### config.mk
export PLATFORM = sky130hd
export DESIGN_NAME = pin_steer
export DESIGN_NICKNAME = d
export VERILOG_FILES = /design/src/rtl/level_sync.v /design/src/rtl/port_bank.v /design/src/rtl/pin_steer.v
export VERILOG_INCLUDE_DIRS = /design/src /design/src/include
export SDC_FILE = /design/constraint.sdc
export NUM_CORES = 1
export LEC_CHECK = 0
export BUFFER_PORTS_ARGS = -buffer_cell sky130_fd_sc_hd__buf_2
export CAP_MARGIN = 20
export CORE_MARGIN = 2
export CORE_UTILIZATION = 45
export CTS_CLUSTER_DIAMETER = 120
export DETAILED_ROUTE_END_ITERATION = 12
export GPL_TIMING_DRIVEN = 0
export PLACE_DENSITY = 0.74
export REMOVE_ABC_BUFFERS = 1
export SLEW_MARGIN = 0
export SYNTH_ARGS = -nofsm -noshare
export SYNTH_HDL_FRONTEND = slang
export SYNTH_HIERARCHICAL = 1
export SYNTH_SLANG_ARGS = --single-unit
export TNS_END_PERCENT = 1
### constraint.sdc
create_clock -name pclk -period 2.8 [get_ports pclk]
set_clock_uncertainty 0.15 [all_clocks]
set_input_delay 0.56 -clock pclk [delete_from_list [all_inputs] [get_ports pclk]]
set_output_delay 0.56 -clock pclk [all_outputs]
set_load 0.05 [all_outputs]
### src/include/pin_steer_regs.vh
// How it works
// - Selection bits never touch direction bits; overrides follow the selected pin only.
// - Select-one bit 7 puts comparator 2 output on pin_a6, else pin_a5.
// - Bit 6 puts capture/compare channel 1 on pin_b0, else pin_c2.
// - Bit 5 puts serial data out on pin_b5, else pin_c5.
// - Bit 4 puts serial clock on pin_b7, else pin_c3.
// - Bit 3 puts serial data in/SDA on pin_b6, else pin_c4.
// - Bit 2 puts UART transmit on pin_b6, else pin_c6.
// - Bit 1 puts UART receive on pin_b7, else pin_c7.
// - Bit 0 puts capture/compare channel 2 on pin_b3, else pin_c1.
// - Select-two has only bit 0; channel 3 on pin_b5, else pin_c6 or pin_e0.
// - Every port has direction, pin level and latch; analog and pull-up where present.
// - Writing the pin level register writes the output latch.
// - Latch reads return stored values; pin level reads return pin levels.
// - A set analog select bit disables that pin's digital input.
// - A peripheral owning a pin blocks the latch but the pin stays readable.
// - Without port D only ports A, B, C and E exist.
// - Direction one makes an input; zero drives the latch value.
// - Analog pins read zero in the pin level register.
// - Several enabled outputs on one pin: highest priority function drives it.
`ifndef PIN_STEER_REGS_VH
`define PIN_STEER_REGS_VH
// ==========================================
// Register offsets
`define SEL_ONE_OFS 12'h000
`define SEL_TWO_OFS 12'h004
`define FLD_DIR 3'h0
`define FLD_LEVEL 3'h1
`define FLD_LAT 3'h2
`define FLD_ANSEL 3'h3
`define FLD_WPU 3'h4
// ==========================================
// Selection bit positions
`define C2_SEL_BIT 7
`define CC1_SEL_BIT 6
`define SDO_SEL_BIT 5
`define SCK_SEL_BIT 4
`define SDI_SEL_BIT 3
`define TX_SEL_BIT 2
`define RX_SEL_BIT 1
`define CC2_SEL_BIT 0
`define CC3_SEL_BIT 0
// ==========================================
// Reset values
`define SEL_ONE_RST 8'h00
`define SEL_TWO_RST 1'h0
`define DIR_RST 8'hFF
`define LAT_RST 8'h00
`define ANSEL_RST 8'hFF
`define WPU_RST 8'h00
`endif

### src/rtl/level_sync.v
`timescale 1ns/1ps
module level_sync #(
  parameter WIDTH = 40
) (
  // Clock and reset
  input wire pclk,
  input wire presetn,
  input wire ce,
  // Data
  input wire [WIDTH-1:0] async_in,
  output reg [WIDTH-1:0] sync_out
);
  // ==========================================
  // Two flops; the first is read by the second only
  reg [WIDTH-1:0] meta_r;

  always @(posedge pclk or negedge presetn) begin
    if (!presetn) begin
      meta_r <= {WIDTH{1'b0}};
      sync_out <= {WIDTH{1'b0}};
    end else if (ce) begin
      meta_r <= async_in;
      sync_out <= meta_r;
    end
  end
endmodule // level_sync

### src/rtl/port_bank.v
`timescale 1ns/1ps
`include "pin_steer_regs.vh"
module port_bank #(
  parameter PRESENT = 1,
  parameter [7:0] ANSEL_MASK = 8'hFF,
  parameter [7:0] WPU_MASK = 8'hFF
) (
  // Clock and reset
  input wire pclk,
  input wire presetn,
  input wire ce,
  // Register writes
  input wire wr_dir,
  input wire wr_lat,
  input wire wr_ansel,
  input wire wr_wpu,
  input wire [7:0] wdata,
  // Pin side
  input wire [7:0] pin_sync,
  input wire [7:0] ovr_en,
  input wire [7:0] ovr_val,
  // Register state
  output reg [7:0] dir_r,
  output reg [7:0] lat_r,
  output reg [7:0] ansel_r,
  output reg [7:0] wpu_r,
  // Pin drive
  output wire [7:0] level,
  output wire [7:0] pin_out,
  output wire [7:0] pin_oe,
  output wire [7:0] pullup_en
);
  localparam [7:0] PMASK = PRESENT ? 8'hFF : 8'h00;

  // ==========================================
  // Port registers
  always @(posedge pclk or negedge presetn) begin
    if (!presetn) begin
      dir_r <= `DIR_RST & PMASK;
      lat_r <= `LAT_RST;
      ansel_r <= `ANSEL_RST & ANSEL_MASK & PMASK;
      wpu_r <= `WPU_RST;
    end else if (ce) begin
      if (wr_dir)
        dir_r <= wdata & PMASK;
      if (wr_lat)
        lat_r <= wdata & PMASK;
      if (wr_ansel)
        ansel_r <= wdata & ANSEL_MASK & PMASK;
      if (wr_wpu)
        wpu_r <= wdata & WPU_MASK & PMASK;
    end
  end

  // ==========================================
  // Pin composition
  // Input buffer off under analog select, so reads give zero
  assign level = pin_sync & ~ansel_r & PMASK;
  // Peripheral wins over the latch; direction bit left alone
  assign pin_out = (ovr_en & ovr_val) | (~ovr_en & lat_r);
  assign pin_oe = (ovr_en | ~dir_r) & PMASK;
  // Pull-up only helps an undriven input
  assign pullup_en = wpu_r & dir_r & ~ovr_en;
endmodule // port_bank

### src/rtl/pin_steer.v
// Added by the designer: the APB slave port and the placing of the registers.
`timescale 1ns/1ps
`include "pin_steer_regs.vh"
module pin_steer #(
  parameter HAS_PORT_D = 1,
  parameter [7:0] ANSEL_MASK_A = 8'hFF,
  parameter [7:0] ANSEL_MASK_B = 8'hFF,
  parameter [7:0] ANSEL_MASK_C = 8'hFF,
  parameter [7:0] ANSEL_MASK_D = 8'hFF,
  parameter [7:0] ANSEL_MASK_E = 8'h07,
  parameter [7:0] WPU_MASK_A = 8'hFF,
  parameter [7:0] WPU_MASK_B = 8'hFF,
  parameter [7:0] WPU_MASK_C = 8'hFF,
  parameter [7:0] WPU_MASK_D = 8'hFF,
  parameter [7:0] WPU_MASK_E = 8'h0F
) (
  // Clock, reset, enable
  input wire pclk,
  input wire presetn,
  input wire ce,
  // APB slave
  input wire psel,
  input wire penable,
  input wire pwrite,
  input wire [11:0] paddr,
  input wire [31:0] pwdata,
  output reg [31:0] prdata,
  output wire pready,
  output reg pslverr,
  // Port pins
  input wire [7:0] pin_in_a,
  input wire [7:0] pin_in_b,
  input wire [7:0] pin_in_c,
  input wire [7:0] pin_in_d,
  input wire [7:0] pin_in_e,
  output wire [7:0] pin_out_a,
  output wire [7:0] pin_out_b,
  output wire [7:0] pin_out_c,
  output wire [7:0] pin_out_d,
  output wire [7:0] pin_out_e,
  output wire [7:0] pin_oe_a,
  output wire [7:0] pin_oe_b,
  output wire [7:0] pin_oe_c,
  output wire [7:0] pin_oe_d,
  output wire [7:0] pin_oe_e,
  output wire [7:0] pullup_en_a,
  output wire [7:0] pullup_en_b,
  output wire [7:0] pullup_en_c,
  output wire [7:0] pullup_en_d,
  output wire [7:0] pullup_en_e,
  // Comparator 2
  input wire comparator2_output,
  input wire comparator2_out_en,
  // Capture/compare channels
  input wire capcomp1_out,
  input wire capcomp1_out_en,
  output wire capcomp1_in,
  input wire capcomp2_out,
  input wire capcomp2_out_en,
  output wire capcomp2_in,
  input wire capcomp3_out,
  input wire capcomp3_out_en,
  output wire capcomp3_in,
  // Serial port
  input wire serial_dout,
  input wire serial_dout_en,
  input wire serial_clock_out,
  input wire serial_clock_out_en,
  output wire serial_clock_in,
  input wire serial_din_out,
  input wire serial_din_out_en,
  output wire serial_din_in,
  // UART
  input wire uart_transmit_out,
  input wire uart_transmit_out_en,
  input wire uart_receive_out,
  input wire uart_receive_out_en,
  output wire uart_receive_in,
  // Selection state
  output wire [7:0] pin_steer_select_one,
  output wire pin_steer_select_two
);
  // ==========================================
  // Pin positions in the flat 40-bit vectors
  localparam [5:0] PA5 = 6'h05;
  localparam [5:0] PA6 = 6'h06;
  localparam [5:0] PB0 = 6'h08;
  localparam [5:0] PB3 = 6'h0B;
  localparam [5:0] PB5 = 6'h0D;
  localparam [5:0] PB6 = 6'h0E;
  localparam [5:0] PB7 = 6'h0F;
  localparam [5:0] PC1 = 6'h11;
  localparam [5:0] PC2 = 6'h12;
  localparam [5:0] PC3 = 6'h13;
  localparam [5:0] PC4 = 6'h14;
  localparam [5:0] PC5 = 6'h15;
  localparam [5:0] PC6 = 6'h16;
  localparam [5:0] PC7 = 6'h17;
  localparam [5:0] PE0 = 6'h20;
  localparam [5:0] CC3_CLEAR_PIN = HAS_PORT_D ? PE0 : PC6;

  // ==========================================
  // Address decode
  function port_hit;
    input [11:0] a;
    begin
      port_hit = (a[11:8] == 4'h0) && (a[1:0] == 2'h0) && (a[7:5] >= 3'h1)
        && (a[7:5] <= 3'h5) && (a[4:2] <= `FLD_WPU)
        && ((a[7:5] != 3'h4) || (HAS_PORT_D != 0));
    end
  endfunction

  function [2:0] port_of;
    input [11:0] a;
    begin
      port_of = a[7:5] - 3'h1;
    end
  endfunction

  // ==========================================
  // Selection registers and bus strobes
  reg [7:0] sel_one_r;
  reg sel_two_r;
  wire setup_ph = psel & ~penable & ce;
  wire wr_go = psel & penable & pwrite & ce;
  wire bank_wr = wr_go & port_hit(paddr);
  wire [2:0] wr_port = port_of(paddr);
  wire [2:0] wr_fld = paddr[4:2];

  // Zero wait states; a frozen block stretches the access
  assign pready = ce;
  assign pin_steer_select_one = sel_one_r;
  assign pin_steer_select_two = sel_two_r;

  always @(posedge pclk or negedge presetn) begin
    if (!presetn) begin
      sel_one_r <= `SEL_ONE_RST;
      sel_two_r <= `SEL_TWO_RST;
    end else if (wr_go) begin
      if (paddr == `SEL_ONE_OFS)
        sel_one_r <= pwdata[7:0];
      if (paddr == `SEL_TWO_OFS)
        sel_two_r <= pwdata[`CC3_SEL_BIT];
    end
  end

  // ==========================================
  // Pin input synchronisers
  wire [39:0] pin_in_all = {pin_in_e, pin_in_d, pin_in_c, pin_in_b, pin_in_a};
  wire [39:0] pin_sync_all;

  level_sync #(
    .WIDTH(40)
  ) u_sync (
    .pclk(pclk),
    .presetn(presetn),
    .ce(ce),
    .async_in(pin_in_all),
    .sync_out(pin_sync_all)
  );

  // ==========================================
  // Port banks
  wire [39:0] dir_all;
  wire [39:0] lat_all;
  wire [39:0] ansel_all;
  wire [39:0] wpu_all;
  wire [39:0] level_all;
  wire [39:0] out_all;
  wire [39:0] oe_all;
  wire [39:0] pull_all;
  reg [39:0] ovr_en;
  reg [39:0] ovr_val;
  localparam [39:0] ANSEL_MASKS = {ANSEL_MASK_E, ANSEL_MASK_D, ANSEL_MASK_C,
    ANSEL_MASK_B, ANSEL_MASK_A};
  localparam [39:0] WPU_MASKS = {WPU_MASK_E, WPU_MASK_D, WPU_MASK_C, WPU_MASK_B,
    WPU_MASK_A};

  genvar p;
  generate
    for (p = 0; p < 5; p = p + 1) begin : g_port
      wire this_port = bank_wr && (wr_port == p);
      port_bank #(
        .PRESENT((p != 3) || (HAS_PORT_D != 0)),
        .ANSEL_MASK(ANSEL_MASKS[p*8 +: 8]),
        .WPU_MASK(WPU_MASKS[p*8 +: 8])
      ) u_bank (
        .pclk(pclk),
        .presetn(presetn),
        .ce(ce),
        .wr_dir(this_port && (wr_fld == `FLD_DIR)),
        .wr_lat(this_port && ((wr_fld == `FLD_LAT) || (wr_fld == `FLD_LEVEL))),
        .wr_ansel(this_port && (wr_fld == `FLD_ANSEL)),
        .wr_wpu(this_port && (wr_fld == `FLD_WPU)),
        .wdata(pwdata[7:0]),
        .pin_sync(pin_sync_all[p*8 +: 8]),
        .ovr_en(ovr_en[p*8 +: 8]),
        .ovr_val(ovr_val[p*8 +: 8]),
        .dir_r(dir_all[p*8 +: 8]),
        .lat_r(lat_all[p*8 +: 8]),
        .ansel_r(ansel_all[p*8 +: 8]),
        .wpu_r(wpu_all[p*8 +: 8]),
        .level(level_all[p*8 +: 8]),
        .pin_out(out_all[p*8 +: 8]),
        .pin_oe(oe_all[p*8 +: 8]),
        .pullup_en(pull_all[p*8 +: 8])
      );
    end
  endgenerate

  assign pin_out_a = out_all[7:0];
  assign pin_out_b = out_all[15:8];
  assign pin_out_c = out_all[23:16];
  assign pin_out_d = out_all[31:24];
  assign pin_out_e = out_all[39:32];
  assign pin_oe_a = oe_all[7:0];
  assign pin_oe_b = oe_all[15:8];
  assign pin_oe_c = oe_all[23:16];
  assign pin_oe_d = oe_all[31:24];
  assign pin_oe_e = oe_all[39:32];
  assign pullup_en_a = pull_all[7:0];
  assign pullup_en_b = pull_all[15:8];
  assign pullup_en_c = pull_all[23:16];
  assign pullup_en_d = pull_all[31:24];
  assign pullup_en_e = pull_all[39:32];

  // ==========================================
  // Output steering
  // Lowest priority first; later assignments win on shared pins:
  // serial port over UART over capture/compare
  reg [5:0] cc3_pin;
  always @* begin
    ovr_en = 40'h00_0000_0000;
    ovr_val = 40'h00_0000_0000;
    cc3_pin = sel_two_r ? PB5 : CC3_CLEAR_PIN;
    if (capcomp3_out_en) begin
      ovr_en[cc3_pin] = 1'b1;
      ovr_val[cc3_pin] = capcomp3_out;
    end
    if (capcomp2_out_en) begin
      ovr_en[sel_one_r[`CC2_SEL_BIT] ? PB3 : PC1] = 1'b1;
      ovr_val[sel_one_r[`CC2_SEL_BIT] ? PB3 : PC1] = capcomp2_out;
    end
    if (capcomp1_out_en) begin
      ovr_en[sel_one_r[`CC1_SEL_BIT] ? PB0 : PC2] = 1'b1;
      ovr_val[sel_one_r[`CC1_SEL_BIT] ? PB0 : PC2] = capcomp1_out;
    end
    if (comparator2_out_en) begin
      ovr_en[sel_one_r[`C2_SEL_BIT] ? PA6 : PA5] = 1'b1;
      ovr_val[sel_one_r[`C2_SEL_BIT] ? PA6 : PA5] = comparator2_output;
    end
    if (uart_receive_out_en) begin
      ovr_en[sel_one_r[`RX_SEL_BIT] ? PB7 : PC7] = 1'b1;
      ovr_val[sel_one_r[`RX_SEL_BIT] ? PB7 : PC7] = uart_receive_out;
    end
    if (uart_transmit_out_en) begin
      ovr_en[sel_one_r[`TX_SEL_BIT] ? PB6 : PC6] = 1'b1;
      ovr_val[sel_one_r[`TX_SEL_BIT] ? PB6 : PC6] = uart_transmit_out;
    end
    if (serial_din_out_en) begin
      ovr_en[sel_one_r[`SDI_SEL_BIT] ? PB6 : PC4] = 1'b1;
      ovr_val[sel_one_r[`SDI_SEL_BIT] ? PB6 : PC4] = serial_din_out;
    end
    if (serial_clock_out_en) begin
      ovr_en[sel_one_r[`SCK_SEL_BIT] ? PB7 : PC3] = 1'b1;
      ovr_val[sel_one_r[`SCK_SEL_BIT] ? PB7 : PC3] = serial_clock_out;
    end
    if (serial_dout_en) begin
      ovr_en[sel_one_r[`SDO_SEL_BIT] ? PB5 : PC5] = 1'b1;
      ovr_val[sel_one_r[`SDO_SEL_BIT] ? PB5 : PC5] = serial_dout;
    end
  end

  // ==========================================
  // Input steering
  // Only the selected pin feeds a peripheral; analog pins give zero
  assign capcomp1_in = level_all[sel_one_r[`CC1_SEL_BIT] ? PB0 : PC2];
  assign capcomp2_in = level_all[sel_one_r[`CC2_SEL_BIT] ? PB3 : PC1];
  assign capcomp3_in = level_all[sel_two_r ? PB5 : CC3_CLEAR_PIN];
  assign serial_clock_in = level_all[sel_one_r[`SCK_SEL_BIT] ? PB7 : PC3];
  assign serial_din_in = level_all[sel_one_r[`SDI_SEL_BIT] ? PB6 : PC4];
  assign uart_receive_in = level_all[sel_one_r[`RX_SEL_BIT] ? PB7 : PC7];

  // ==========================================
  // Read path
  // Captured in the setup phase so read data leaves a flop
  reg [7:0] rd_nxt;
  reg err_nxt;
  reg [2:0] rd_port;
  always @* begin
    rd_nxt = 8'h00;
    err_nxt = 1'b0;
    rd_port = port_of(paddr);
    if (paddr == `SEL_ONE_OFS) begin
      rd_nxt = sel_one_r;
    end else if (paddr == `SEL_TWO_OFS) begin
      rd_nxt = {7'h00, sel_two_r};
    end else if (port_hit(paddr)) begin
      case (paddr[4:2])
        `FLD_DIR: rd_nxt = dir_all[rd_port*8 +: 8];
        `FLD_LEVEL: rd_nxt = level_all[rd_port*8 +: 8];
        `FLD_LAT: rd_nxt = lat_all[rd_port*8 +: 8];
        `FLD_ANSEL: rd_nxt = ansel_all[rd_port*8 +: 8];
        `FLD_WPU: rd_nxt = wpu_all[rd_port*8 +: 8];
        default: rd_nxt = 8'h00;
      endcase
    end else begin
      err_nxt = 1'b1;
    end
  end

  always @(posedge pclk or negedge presetn) begin
    if (!presetn) begin
      prdata <= 32'h0000_0000;
      pslverr <= 1'b0;
    end else if (setup_ph) begin
      prdata <= pwrite ? 32'h0000_0000 : {24'h00_0000, rd_nxt};
      pslverr <= err_nxt;
    end
  end
endmodule // pin_steer

## Word-level counts from Yosys, hierarchy flattened

Cells that the tools add are included.

- Divide/modulo/power cells: 0
- Shifts and indexed selects: 5
- Eq/ne operators: 9
- Mux-type cells: 73
- Magnitude comparators: 21
- Reduce and logical (&&, ||, !) cells: 66
- Bitwise logic cells: 66
- Multipliers: 0
- Add/subtract/negate cells: 1

Operators with widths:

| operator | count |
|---|---|
| $mux W40 | 18 |
| $bwmux W40 | 8 |
| $or A40 B40 Y40 | 8 |
| $shiftx A40 B7 Y8 | 5 |
| $and A8 B8 Y8 | 24 |
| $not A8 Y8 | 14 |
| $or A8 B8 Y8 | 10 |
| $demux W1 S6 | 9 |
| $lt A5 B7 Y1 const B | 7 |
| $reduce_and A2 Y1 | 22 |
| $and A40 B40 Y40 | 1 |
| $pmux W8 S5 | 1 |
| $logic_and A1 B1 Y1 | 38 |
| $bmux W1 S6 | 6 |
| $ge A6 B1 Y1 const B | 6 |
| $mux W5 | 7 |
| $mux W8 | 4 |
| $mux W1 | 18 |
| $eq A12 B3 Y1 const B | 1 |
| $eq A3 B2 Y1 const B | 4 |
| $logic_not A12 Y1 | 1 |
| $ge A5 B1 Y1 const B | 2 |
| $and A4 B8 Y8 | 1 |
| $not A3 Y8 | 1 |
| 15 further kinds | 25 |

- Input port bits: 108
- Output and inout port bits: 169
- Memories: 0
- ROM bits: 0
- Logic and storage cells: 267
- Register bits after elaboration: 273
- Bits in writable memories: 0
- Bits in latches: 0

## Depth between registers and ports, before layout

Gate-level depths: netlist of the first run.

- Word-level depth: 25
- Depth in mapped cells: 11
- Mapped depth without buffers: 9

## Cells and area by module

The synthesis of the first run kept the hierarchy.

Modules (own cells, without submodules):

| module | cells an instance | area an instance (µm²) | instances | seq. area each (µm²) |
|---|---|---|---|---|
| port_bank at g_port[0].u_bank ... | 108 | 1,456.4 | 4 | 820.8 |
| pin_steer | 470 | 3,595.9 | 1 | 450.4 |
| level_sync | 169 | 3,374.5 | 1 | 2,001.9 |
| port_bank at g_port[4].u_bank | 96 | 1,196.1 | 1 | 589.3 |

## Least setup slack after synthesis of the first run

OpenSTA, ideal clock, no wires.

- Path kind: input-to-reg
- From: input paddr[5]
- To: register g_port[4].u_bank.lat_r[0]
- Arrival time: 2.650 ns
- Stages on the path: 11
- Setup time: 0.125 ns
- Path buffers: 4
- Required time: 2.525 ns
- Setup slack: -0.125 ns
- Path through: buf_4 > inv_1 > clkbuf_1 > ha_1 > ha_1 > clkbuf_1 > clkbuf_1 > nand3_1 > nor2_1 > nand2_2 > mux2_2

- Longest elaborated chain between the ends: 8
- Elaborated cells between the ends (all ways): 11
- Those cells by class: add/sub: 1; order compare: 2; eq/ne: 1; bitwise: 1; reduce/logical: 6

Ends and longest elaborated chain:

| element | RTL line | RTL |
|---|---|---|
| start: declaration | pin_steer.v:25 | `input wire [11:0] paddr,` |
| $ge A3 B1 Y1 | pin_steer.v:107 | `port_hit = (a[11:8] == 4'h0) && (a[1:0] == 2'h0) && (a[7:5] >= 3'h1)` |
| $logic_and A1 B1 Y1 | pin_steer.v:107 |  |
| $logic_and A1 B1 Y1 | pin_steer.v:108 | `` && (a[7:5] <= 3'h5) && (a[4:2] <= `FLD_WPU) `` |
| $logic_and A1 B1 Y1 | pin_steer.v:107 |  |
| $and A1 B1 Y1 | pin_steer.v:126 | `wire bank_wr = wr_go & port_hit(paddr);` |
| $logic_and A1 B1 Y1 (*) | pin_steer.v:182 | `wire this_port = bank_wr && (wr_port == p);` |
| $logic_and A1 B1 Y1 (*) | pin_steer.v:192 | `` .wr_lat(this_port && ((wr_fld == `FLD_LAT) \|\| (wr_fld == `FLD_LEVEL))), `` |
| $reduce_and A2 Y1 (no line) (*) | - |  |
| end signal: assignment | port_bank.v:40 | `` lat_r <= `LAT_RST; `` |
| end signal: assignment | port_bank.v:47 | `lat_r <= wdata & PMASK;` |
| end: declaration | port_bank.v:24 | `output reg [7:0] lat_r,` |

Mark *: on every way between the ends. The rest lies on a longest branch, timed or not.
A chain may end at the register's enable or synchronous reset.

## Worst setup path after layout of the first run

- From: input paddr[4]
- To: register prdata[1]

- Longest elaborated chain between the ends: 6
- Elaborated cells between the ends (all ways): 14
- Those cells by class: order compare: 1; eq/ne: 5; mux: 5; reduce/logical: 3

Ends and longest elaborated chain:

| element | RTL line | RTL |
|---|---|---|
| $eq A3 B3 Y1, or another cell as far along | pin_steer.v:299 | `case (paddr[4:2])` |
| $pmux W8 S5 / $logic_and A1 B1 Y1 (equally long branches) | pin_steer.v:299, pin_steer.v:107 |  |
| $mux W8 | pin_steer.v:298 | `end else if (port_hit(paddr)) begin` |
| $mux W8 | pin_steer.v:296 | `` end else if (paddr == `SEL_TWO_OFS) begin `` |
| $mux W8 (*) | pin_steer.v:294 | `` if (paddr == `SEL_ONE_OFS) begin `` |
| $mux W8 (*) | pin_steer.v:317 | `prdata <= pwrite ? 32'h0000_0000 : {24'h00_0000, rd_nxt};` |
| end signal: assignment | pin_steer.v:317 |  |
| end: declaration | pin_steer.v:27 | `output reg [31:0] prdata,` |

Marks and branches as above.

==> results of run 1 <==
## worst min path at each step
| stage | start | to | slack, ps | cells past startpoint |
|---|---|---|---|---|
| 3_5_place_dp | pslverr | pslverr | 330 | 2 |
| 4_1_cts | pin_in_d[0] | u_sync/meta_r[24] | 70 | 2 |
| 3_3_place_gp | pslverr | pslverr | 320 | 2 |
| 2_1_floorplan | presetn | g_port[0].u_bank/lat_r[0] | 110 | 0 |
| 6_report | pin_in_c[6] | u_sync/meta_r[22] | 80 | 2 |
| 5_1_grt | pin_in_a[2] | u_sync/meta_r[2] | 70 | 2 |
## through the flow
| stage | setup TNS (ps) | hold slack (ps) |
|---|---|---|
| finish | 0 | 82.7 |
| global placement | -1226230 | 321 |
| global route | -804 | 73.1 |
| detailed placement | -181820 | 331 |
| CTS | -1.95 | 67.8 |
| floorplan | 0 | 114 |
## per-layer routing
layer  global-route usage (%)  part of all wire [%]  up-vias  wire length [um]
li1                         -                     -     4644                 -
met1                     33.6                    42     5153             17100
met2                     38.9                    46      539             18700
met3                     5.54                   9.2       94              3770
met4                     7.94                   3.1        0              1280
met5                        0                     0        -                 0
## kinds of logic after synthesis
logic type	count (synthesis)
muxes	328
and+or+nand+nor	290
DFF	249
AOI/OAI and AO/OA	164
buffers and inverters	129
adders and majority gates	5
other	2
## power by group
part	total, mW	internal (mW)	switching [mW]
registers	3.85	3.75	0.0938
logic	1.31	0.523	0.786
clock network	3.68	2.17	1.51
## layout make-up
| class | count | area share [%] |
|---|---|---|
| Multi-Input combinational cell | 899 | 44.0 |
| Sequential cell | 249 | 38.1 |
| Timing Repair Buffer | 238 | 8.25 |
| Clock buffer | 43 | 5.10 |
| Tap cell | 396 | 2.99 |
| Inverter | 41 | 0.973 |
| Clock inverter | 7 | 0.520 |
| Antenna cell | 1 | 0.0151 |
## registers in the layout, summed over array words and instances (netlist names)
register               cells
g_port.u_bank/ansel_r     35
pin_steer_select_two       1
g_port.u_bank/lat_r       40
g_port.u_bank/dir_r       40
g_port.u_bank/wpu_r       36
u_sync/sync_out           40
prdata                     8
pslverr                    1
u_sync/meta_r             40
pin_steer_select_one       8
## cells in the final DEF, fill, tap and decap left out, types with 4 or more instances in the layout
cell type | Yosys | layout
mux4_2 | 6 | 6
o22a_1 | 4 | 4
and2_1 | 14 | 14
a22oi_1 | 26 | 26
o221ai_1 | 5 | 5
clkbuf_16 | 0 | 27
inv_1 | 40 | 38
and3_1 | 4 | 4
nor3_1 | 9 | 9
nand2_2 | 18 | 16
o211ai_1 | 7 | 7
mux2_2 | 219 | 219
buf_2 | 15 | 219
a221oi_1 | 16 | 16
clkbuf_1 | 10 | 5
nand3_1 | 5 | 5
nand4_1 | 4 | 4
conb_1 | 2 | 112
a21oi_1 | 31 | 31
mux2i_1 | 21 | 21
nor2_1 | 81 | 80
o32ai_1 | 4 | 4
dfrtp_1 | 174 | 174
dfstp_2 | 75 | 75
buf_16 | 0 | 4
clkinv_2 | 0 | 4
mux2_4 | 81 | 81
buf_4 | 50 | 9
clkbuf_8 | 0 | 11
o22ai_1 | 15 | 15
nand2_1 | 39 | 39
o21ai_0 | 16 | 16
nand2b_1 | 49 | 48
nor2b_1 | 49 | 46
## repair_timing
action	in CTS	in global routing
setup endpoints to repair	159	106
buffers inserted	1	6
hold buffers	1	0
hold endpoints to repair	84	0
gates resized for setup	16	7
pin swaps	0	2
==> results.md, run 1 <==
* Final Max Tran Viols at 0
* CP top delay family: simple AND/OR/NAND/NOR gates
* Critical path launch point type: input pin
* Post-route cell area at approximately 17000 sq um
* Clock sink total at 249
* Simple-gate share of the synthesized area at approximately 11%
* Syn Inst Count at around 1200
* Hpwl dp at 28900 um
* Final Worst Setup Slack at between 30 and 40 ps
* Min cycle time layout at between 2000 and 3000 ps
* Leakage at 7.82 nW
* Status: complete, no violations
* Post-Synth XOR/XNOR Area at 0%
* Syn-to-layout area delta at 18.6%
* Top post-synthesis cells by count: mux2_2, dfrtp_1, mux2_4, nor2_1, dfstp_2
* Final period util at 98.7%
* Number of routed nets with antenna violations at 0
* Sequential-to-total area share from yosys stat at 45.2%
* Grt ovf at 0
* Vias in the first global route at 10300
* Count of final hold-check violations at 0
* Critical Path End Type: flop
* H-tree depth at 1
* Top cell type's share of synthesized area at between 30% and 40%
* Post-synthesis adder-cell area fraction at less than 1%
* Vias per cell at ~5.6
* Async set-reset flop share out of synthesis at 100%
* RSZ-0062 raised after global routing: yes
* GRT Util Overall at 24.6%
* DP Area at 15500 sq um
* Height of the die at roughly 180 um
* Seq. cell area at 6320 sq um
* Kind of critical path: input pin to flop
* Critical-path cell list: buf_4, nor2b_2, buf_8, a221oi_1, o32a_1, nor3_1, nor4_1, o31ai_1
* Crit path from: paddr[4]
* Max Fclk at 362 MHz
* WP buf/inv at 2
* I/O pins at approximately 280
* FF-to-FF path depth at 7
* Die area at 32500 sq um
* Antenna violations before repair at 0
* Post-Place Cells at 1815
* Arr. time, crit path at 3070 ps
* # setup viols final at 0
* CP max stage cell: nor2b_2
* Worst reg2reg path endpoint: prdata[0]
* Maximum capacitance violations at 0
* Largest family of logic cells by synthesized area: multiplexers
* Number of flops mapped to enable cells by yosys at 0
* Synth warn at 6
* # port buffers at 224
* Post-Syn Area at between 10000 and 15000 sq um
* Iter 0 DRT Violations at 993
* Worst setup path end: prdata[1]
* Largest net degree at the start of global routing at 105
* CP peak stage delay at 740 ps
* Final wirelength at around 41000 um
* Die X at 180 um
* Top FF cell, synth: dfrtp_1
* Most common cell in the netlist: mux2_2
* DR vias at roughly 10000
* Pwr Density at 532 nW/um^2
* Avg WL per Cell at 21.8 um
* Final Non-Filler Cells at approximately 1900
* Post-Route Utilization at 54.2%
* FP Rows at 64
* Worst hold path class: input pin to flop
* Max-slew headroom at around two fifths
* Worst r2r src: g_port[3].u_bank/ansel_r[0]
* Nets at approximately 1600
* Power Total at between 8 and 9 mW
* Clock-pin slew on the worst setup and hold paths at 60 ps
* Yosys cell types at 68
* Post-synthesis mux area share at slightly below 30%
* Core Box Area at 30600 sq um
* Max IR drop VDD at 418 uV
* Least-Margin Pin Slew at roughly 900 ps
* Synth area leader: dfrtp_1
* Initial core utilization at a little under half
* CTS tree: built
* Share of cells above drive strength 1 at 47.6%
* CTS root buffer: clkbuf_16
* Routability Congestion at 0.910
* Synth area leaders: dfrtp_1, mux2_2, dfstp_2
* Max FO, Critical Path at 49
* Multi-input logic area at ~7300 sq um
* Compound-cell area share of the yosys netlist at 8.34%
* Pre-antenna DRT Iters at 7
* CTS max path bufs at 3
* Post-synthesis area per instance at 12.0 sq um
* Latest clock arrival within the worst-skew pair at 560 ps
* Placement Setup Slack at -1730 ps
* Critical path data required time at 3110 ps
* First-pass GRT wire length at 62100 um
* FF+latch count, synth at about 250
* Total of fill cells in the finished design at 2666
* CTS Buf Count at 27
* Reg2Reg Setup Slack at 440 ps
* Drc violations at 0
* Critical path depth at 8
No activity file was read; power rests on OpenSTA's default activity.
==> run 2: changes to the inputs <==
Settings changed: CELL_PAD_IN_SITES_DETAIL_PLACEMENT from default to 1, CELL_PAD_IN_SITES_GLOBAL_PLACEMENT from default to 2, CORE_UTILIZATION 45 to 40, PLACE_DENSITY 0.74 to default, PLACE_DENSITY_LB_ADDON from default to 0.1.
==> run 2 against run 1 <==
- clock power about the same
- combinational power increased by 4%
- total power increased by 0.80%
- register-to-register slack got worse by 40 ps
- final area increased by 0.91%
- critical path depth unchanged
- sequential cell count unchanged
- worst setup slack got worse by 21 ps
- sequential share of layout area decreased by 0.34 points
- via count decreased by 1.4%
- clock-buffer cell count increased by 3
- highest routed layer unchanged
==> results.md, run 2 (synthesis gave the netlist of run 1 again) <==
* Height of the die at 191 um (+5.9%)
* Most frequent cells in the layout: mux2_2, buf_2, dfrtp_1, conb_1, mux2_4
* Antenna violations before repair at 0 (unchanged)
* Clk pwr share at 41.4% (-0.3 points)
* Largest net degree at the start of global routing at 108 (+2.9%)
* Leakage at 7.87 nW (+0.62%)
* Register share of total power at 43.4% (about the same)
* Grt ovf at 0 (unchanged)
* Critical path launch point type: input pin
* GRT Util Overall at 25.7% (+1.1 points)
* DR vias at 10300 (-1.4%)
* Pre-antenna DRT Iters at 4 (-3)
* # port buffers at 224 (unchanged)
* Clock sink total at 249 (unchanged)
* Final wirelength at 47100 um (+15%)
* Count of final hold-check violations at 0 (unchanged)
* Final Max Tran Viols at 0 (unchanged)
* Maximum capacitance violations at 0 (unchanged)
* Int Pwr at 6.43 mW (-0.27%)
* Pwr Density at 532 nW/um^2 (-0.11%)
* Post-Place Cells at 1875 (+3.3%)
* Final Non-Filler Cells at 1938 (+3.4%)
* Die area at 36500 sq um (+12%)
* Die X at 191 um (+5.9%)
* CTS Buf Count at 29 (+7.4%)
* RSZ-0062 raised after global routing: yes
* Kind of critical path: input pin to flop
* Max IR drop VDD at 449 uV (+7.2%)
* Max Fclk at 359 MHz (-0.75%)
* Core Box Area at 34500 sq um (+13%)
* Net Sw Power at 2.48 mW (+3.7%)
* Max FO, Critical Path at 30 (-39%)
* CTS max path bufs at 3 (unchanged)
* Share of cells above drive strength 1 at 47.5% (-0.13 points)
* Max-slew headroom at 43.6% (+4.6 points)
* Routability Congestion at 0.794 (-13%)
* Clock-pin slew on the worst setup and hold paths at 60 ps (about the same)
* Drc violations at 0 (unchanged)
* Placement Setup Slack at -2580 ps (-850 ps)
* Number of routed nets with antenna violations at 0 (unchanged)
* Nets at 1574 (+0.32%)
* Avg WL per Cell at 24.3 um (+12%)
* CTS root buffer: clkbuf_16
* I/O pins at 277 (unchanged)
* Vias per cell at 5.31 (-4.6%)
* Initial core utilization at 40.6% (-5.1 points)
* Hpwl dp at 32700 um (+13%)
* Final Worst Setup Slack at 15.8 ps (-21.0 ps)
* Critical path data required time at 3140 ps (+30 ps)
* Fin Setup TNS at 0 ps (unchanged)
* Latest clock arrival within the worst-skew pair at 570 ps (about the same)
* DP Area at 15600 sq um (+0.61%)
* Final period util at 99.4% (+0.75 points)
* Vias in the first global route at 10700 (+3.5%)
* Switching share of power at 27.8% (+0.77 points)
* Combinational Power Share at 15.2% (+0.4 points)
* FP Rows at 68 (+6.3%)
* # setup viols final at 0 (unchanged)
* Post-route cell area at 16700 sq um (+0.91%)
* First-pass GRT wire length at 69100 um (+11%)
* CTS tree: built
* Min cycle time layout at 2780 ps (+21.0 ps)
* H-tree depth at 1 (unchanged)
* Status: complete, no violations
* Worst hold path class: input pin to flop
* Arr. time, crit path at 3120 ps (+50 ps)
* Iter 0 DRT Violations at 597 (-40%)
* Least-Margin Pin Slew at 845 ps (-67.5 ps)
* Critical Path End Type: flop
* Power Total at 8.91 mW (+0.80%)
* Syn-to-layout area delta at 19.7%
* ANT cells at 0 (-1)
[run 2: critical path, cell delays in order]
cell,delay [ps]
buf_8,260
clkinvlp_4,250
ha_4,500
nand2_1,430
a221oi_1,410
o21ai_0,210
a221o_1,350
o21ai_1,120
[run 2: metrics by stage]
step / hold slack, ps / util, %
finish: 72.6 / 48.6
global route: 51.1 / 48.6
CTS: 48.2 / 48.4
detailed placement: 337 / 45.2
global placement: 324 / 44.7
floorplan: 114 / -
[run 2: worst paths after layout]
path / from / to / slack [ps] / depth (start not counted)
max: paddr[5] / prdata[0] / 20 / 8
max in group asynchronous: presetn / g_port[0].u_bank/ansel_r[3] / 1030 / 3
min: pin_in_b[3] / u_sync/meta_r[11] / 70 / 2
min in group asynchronous: presetn / u_sync/sync_out[37] / 530 / 2
min reg2reg: pslverr / pslverr / 340 / 2
max reg2reg: g_port[3].u_bank/ansel_r[0] / prdata[0] / 400 / 7
[run 2: what timing repair did]
action / 4_1_cts / 5_1_grt
resized for setup: 24 / 6
endpoints found under the hold margin: 83 / 0
buffers inserted: 4 / 3
setup endpoints to repair: 159 / 92
hold buffers: 1 / 0
pin swaps: 1 / 2
gates cloned: 2 / 0
[run 2: final cells by class]
cell class                 count  area (sq um)
fill                        3790         17700
multi-input combinational    900          7370
tap                          455           569
clock inverter                 7          75.1
inverter                      41           161
clock buffer                  46           840
timing repair buffer         240          1410
sequential                   249          6320
[run 2: power groups by stage]
stage          Combinational [mW]  Sequential (mW)  Clock, mW
3_5_place_dp                 1.31             3.92          0
6_report                     1.36             3.86       3.69
4_1_cts                      1.36             3.86       3.77
3_3_place_gp                 1.29             3.92          0
5_1_grt                      1.45             3.88       3.93
2_1_floorplan               0.794             3.87          0
[run 2: layer usage]
layer / global-route usage [%] / up-vias / part of all wire, %
met5: 0 / - / 0
met4: 7.16 / 0 / 2.9
met3: 2.97 / 71 / 4.3
met2: 43.8 / 266 / 49
met1: 34.6 / 5314 / 44
li1: - / 4638 / -
==> run 3: changes to the inputs <==
Settings changed: CORE_ASPECT_RATIO from default to 1.4.
==> run 3 against run 2 <==
- core utilization down 0.11 points
- sequential power about the same
- critical endpoint is now prdata[2]
- first-iteration DRC count down 13%
- final area up 0.37%
- register-to-register slack better by 280 ps
- worst hold slack better by 17 ps
- worst setup slack better by 28 ps
- cell count about the same
- wire length up 1.2%
- total power up 2.6%
- non-clock buffer count up 5
==> results.md, run 3 (synthesis gave the netlist of run 1 again) <==
* Iter 0 DRT Violations at 517 (-13%)
* ANT cells at 0 (unchanged)
* FF-to-FF path depth at 5 (-2)
* Syn-to-layout area delta at 20.1%
* Most frequent cells in the layout: mux2_2, buf_2, dfrtp_1, conb_1, mux2_4
* Share of cells above drive strength 1 at 47.9% (+0.40 points)
* Vias in the first global route at 10800 (+1.2%)
* Combinational Power Share at 15.0% (-0.2 points)
* Latest clock arrival within the worst-skew pair at 550 ps (-20 ps)
* Largest net degree at the start of global routing at 108 (unchanged)
* CP peak stage delay at 490 ps (about the same)
* Least-Margin Pin Slew at 725 ps (-120 ps)
* Maximum capacitance violations at 0 (unchanged)
* CP top delay family: compound AO/OA/AOI/OAI gates
* Post-Place Cells at 1877 (+0.11%)
* Critical path depth at 8 (unchanged)
* Hpwl dp at 32800 um (+0.42%)
* Switching share of power at 27.2% (-0.65 points)
* Clock-pin slew on the worst setup and hold paths at 60 ps (about the same)
* Critical Path End Type: flop
* Max FO, Critical Path at 34 (+13%)
* I/O pins at 277 (unchanged)
* Fin Setup TNS at 0 ps (unchanged)
* Nets at 1576 (+0.13%)
* Grt ovf at 0 (unchanged)
* Max-slew headroom at 51.5% (+7.9 points)
* CP max stage cell: o221ai_1
* Routability Congestion at 0.855 (+7.7%)
* H-tree depth at 1 (unchanged)
* Max Fclk at 363 MHz (+1.0%)
* Net Sw Power at 2.48 mW (+0.22%)
* Final Non-Filler Cells at 1939 (+0.052%)
* Critical path launch point type: input pin
* FP Rows at 81 (+19%)
* Die area at 36500 sq um (about the same)
* Vias per cell at 5.37 (+1.2%)
* CTS tree: built
* Int Pwr at 6.66 mW (+3.5%)
* Max IR drop VDD at 398 uV (-11%)
* Total of fill cells in the finished design at 3801 (+0.29%)
* Hold depth at 2 (unchanged)
* Height of the die at 225 um (+18%)
* CTS Buf Count at 27 (-6.9%)
* Count of final hold-check violations at 0 (unchanged)
* Number of routed nets with antenna violations at 0 (unchanged)
* Pre-antenna DRT Iters at 5 (+1)
* WP buf/inv at 2 (unchanged)
* Core Box Area at 34700 sq um (+0.59%)
* Pwr Density at 544 nW/um^2 (+2.2%)
* Register share of total power at 42.1% (-1.3 points)
* Status: complete, no violations
* Kind of critical path: input pin to flop
* # setup viols final at 0 (unchanged)
* Initial core utilization at 40.4% (-0.24 points)
* Avg WL per Cell at 24.6 um (+1.1%)
* Antenna violations before repair at 0 (unchanged)
* DR vias at 10400 (+1.3%)
* Critical path data required time at 3090 ps (-50 ps)
* Final Max Tran Viols at 0 (unchanged)
* Worst hold path class: input pin to flop
* Final period util at 98.4% (-1.0 points)
* Leakage at 7.88 nW (about the same)
* Clk pwr share at 42.8% (+1.4 points)
* Clock sink total at 249 (unchanged)
* Min cycle time layout at 2760 ps (-28.5 ps)
* Arr. time, crit path at 3040 ps (-80 ps)
* Drc violations at 0 (unchanged)
* # port buffers at 224 (unchanged)
* Final wirelength at 47700 um (+1.2%)
* Die X at 162 um (-15%)
* Critical-path cell list: buf_2, buf_12, nand2b_2, o22a_1, o221ai_1, and2_1, a311o_1, nand2_1
* CTS root buffer: clkbuf_16
* GRT Util Overall at 26.1% (+0.40 points)
* First-pass GRT wire length at 70100 um (+1.5%)
* Post-Route Utilization at 48.5% (-0.11 points)
* CTS max path bufs at 3 (unchanged)
run 3: layer usage:
metal / wire length, um / up-vias / track usage (%)
li1: - / 4628 / -
met1: 19400 / 5365 / 32.7
met2: 23900 / 340 / 45.3
met3: 2160 / 89 / 3.07
met4: 2200 / 0 / 11.6
met5: 0 / - / 0
run 3: stage by stage:
stage | setup slack, ps | area (sq um) | power, mW | hold slack [ps]
2_1_floorplan | 45.5 | 13700 | 4.67 | 114
3_3_place_gp | -3590 | 15400 | 5.20 | 317
3_5_place_dp | -2400 | 15600 | 5.23 | 317
4_1_cts | 0.0613 | 16700 | 9.22 | 69.9
5_1_grt | -0.516 | 16800 | 9.48 | 76.7
6_report | 44.3 | 16800 | 9.14 | 89.5
run 3: layout make-up:
cell class              instances  area [sq um]  share of cell area (%)
multi-input cells             899          7330                    43.6
flip-flops and latches        249          6320                    37.6
repair buffers                245          1460                    8.66
clock buffers                  35           756                    4.50
well taps                     456           571                    3.39
clock inverters                14           213                    1.27
inverters                      41           161                   0.960
run 3: worst paths after layout:
check	endpoint	start	slack, ps
worst max-delay path	prdata[2]	paddr[2]	40
worst min-delay path	u_sync/meta_r[2]	pin_in_a[2]	90
worst max register to register	prdata[0]	g_port[1].u_bank/dir_r[0]	680
worst min register to register	pslverr	pslverr	330
max in group asynchronous	g_port[0].u_bank/lat_r[7]	presetn	1140
min in group asynchronous	u_sync/meta_r[34]	presetn	400
run 3: power groups by stage:
stage | sequential, mW | clock (mW) | combinational (mW)
global placement | 3.91 | 0 | 1.29
CTS | 3.85 | 4.01 | 1.37
detailed placement | 3.91 | 0 | 1.32
global route | 3.87 | 4.15 | 1.46
finish | 3.85 | 3.92 | 1.37
floorplan | 3.87 | 0 | 0.794
run 3: timing repair:
action | in CTS | in global routing
pin swaps | 2 | 1
gates resized for setup | 17 | 7
setup endpoints to repair | 159 | 90
cloned | 1 | 0
hold buffers | 1 | 0
hold endpoints to repair | 45 | 0
buffers inserted | 8 | 3
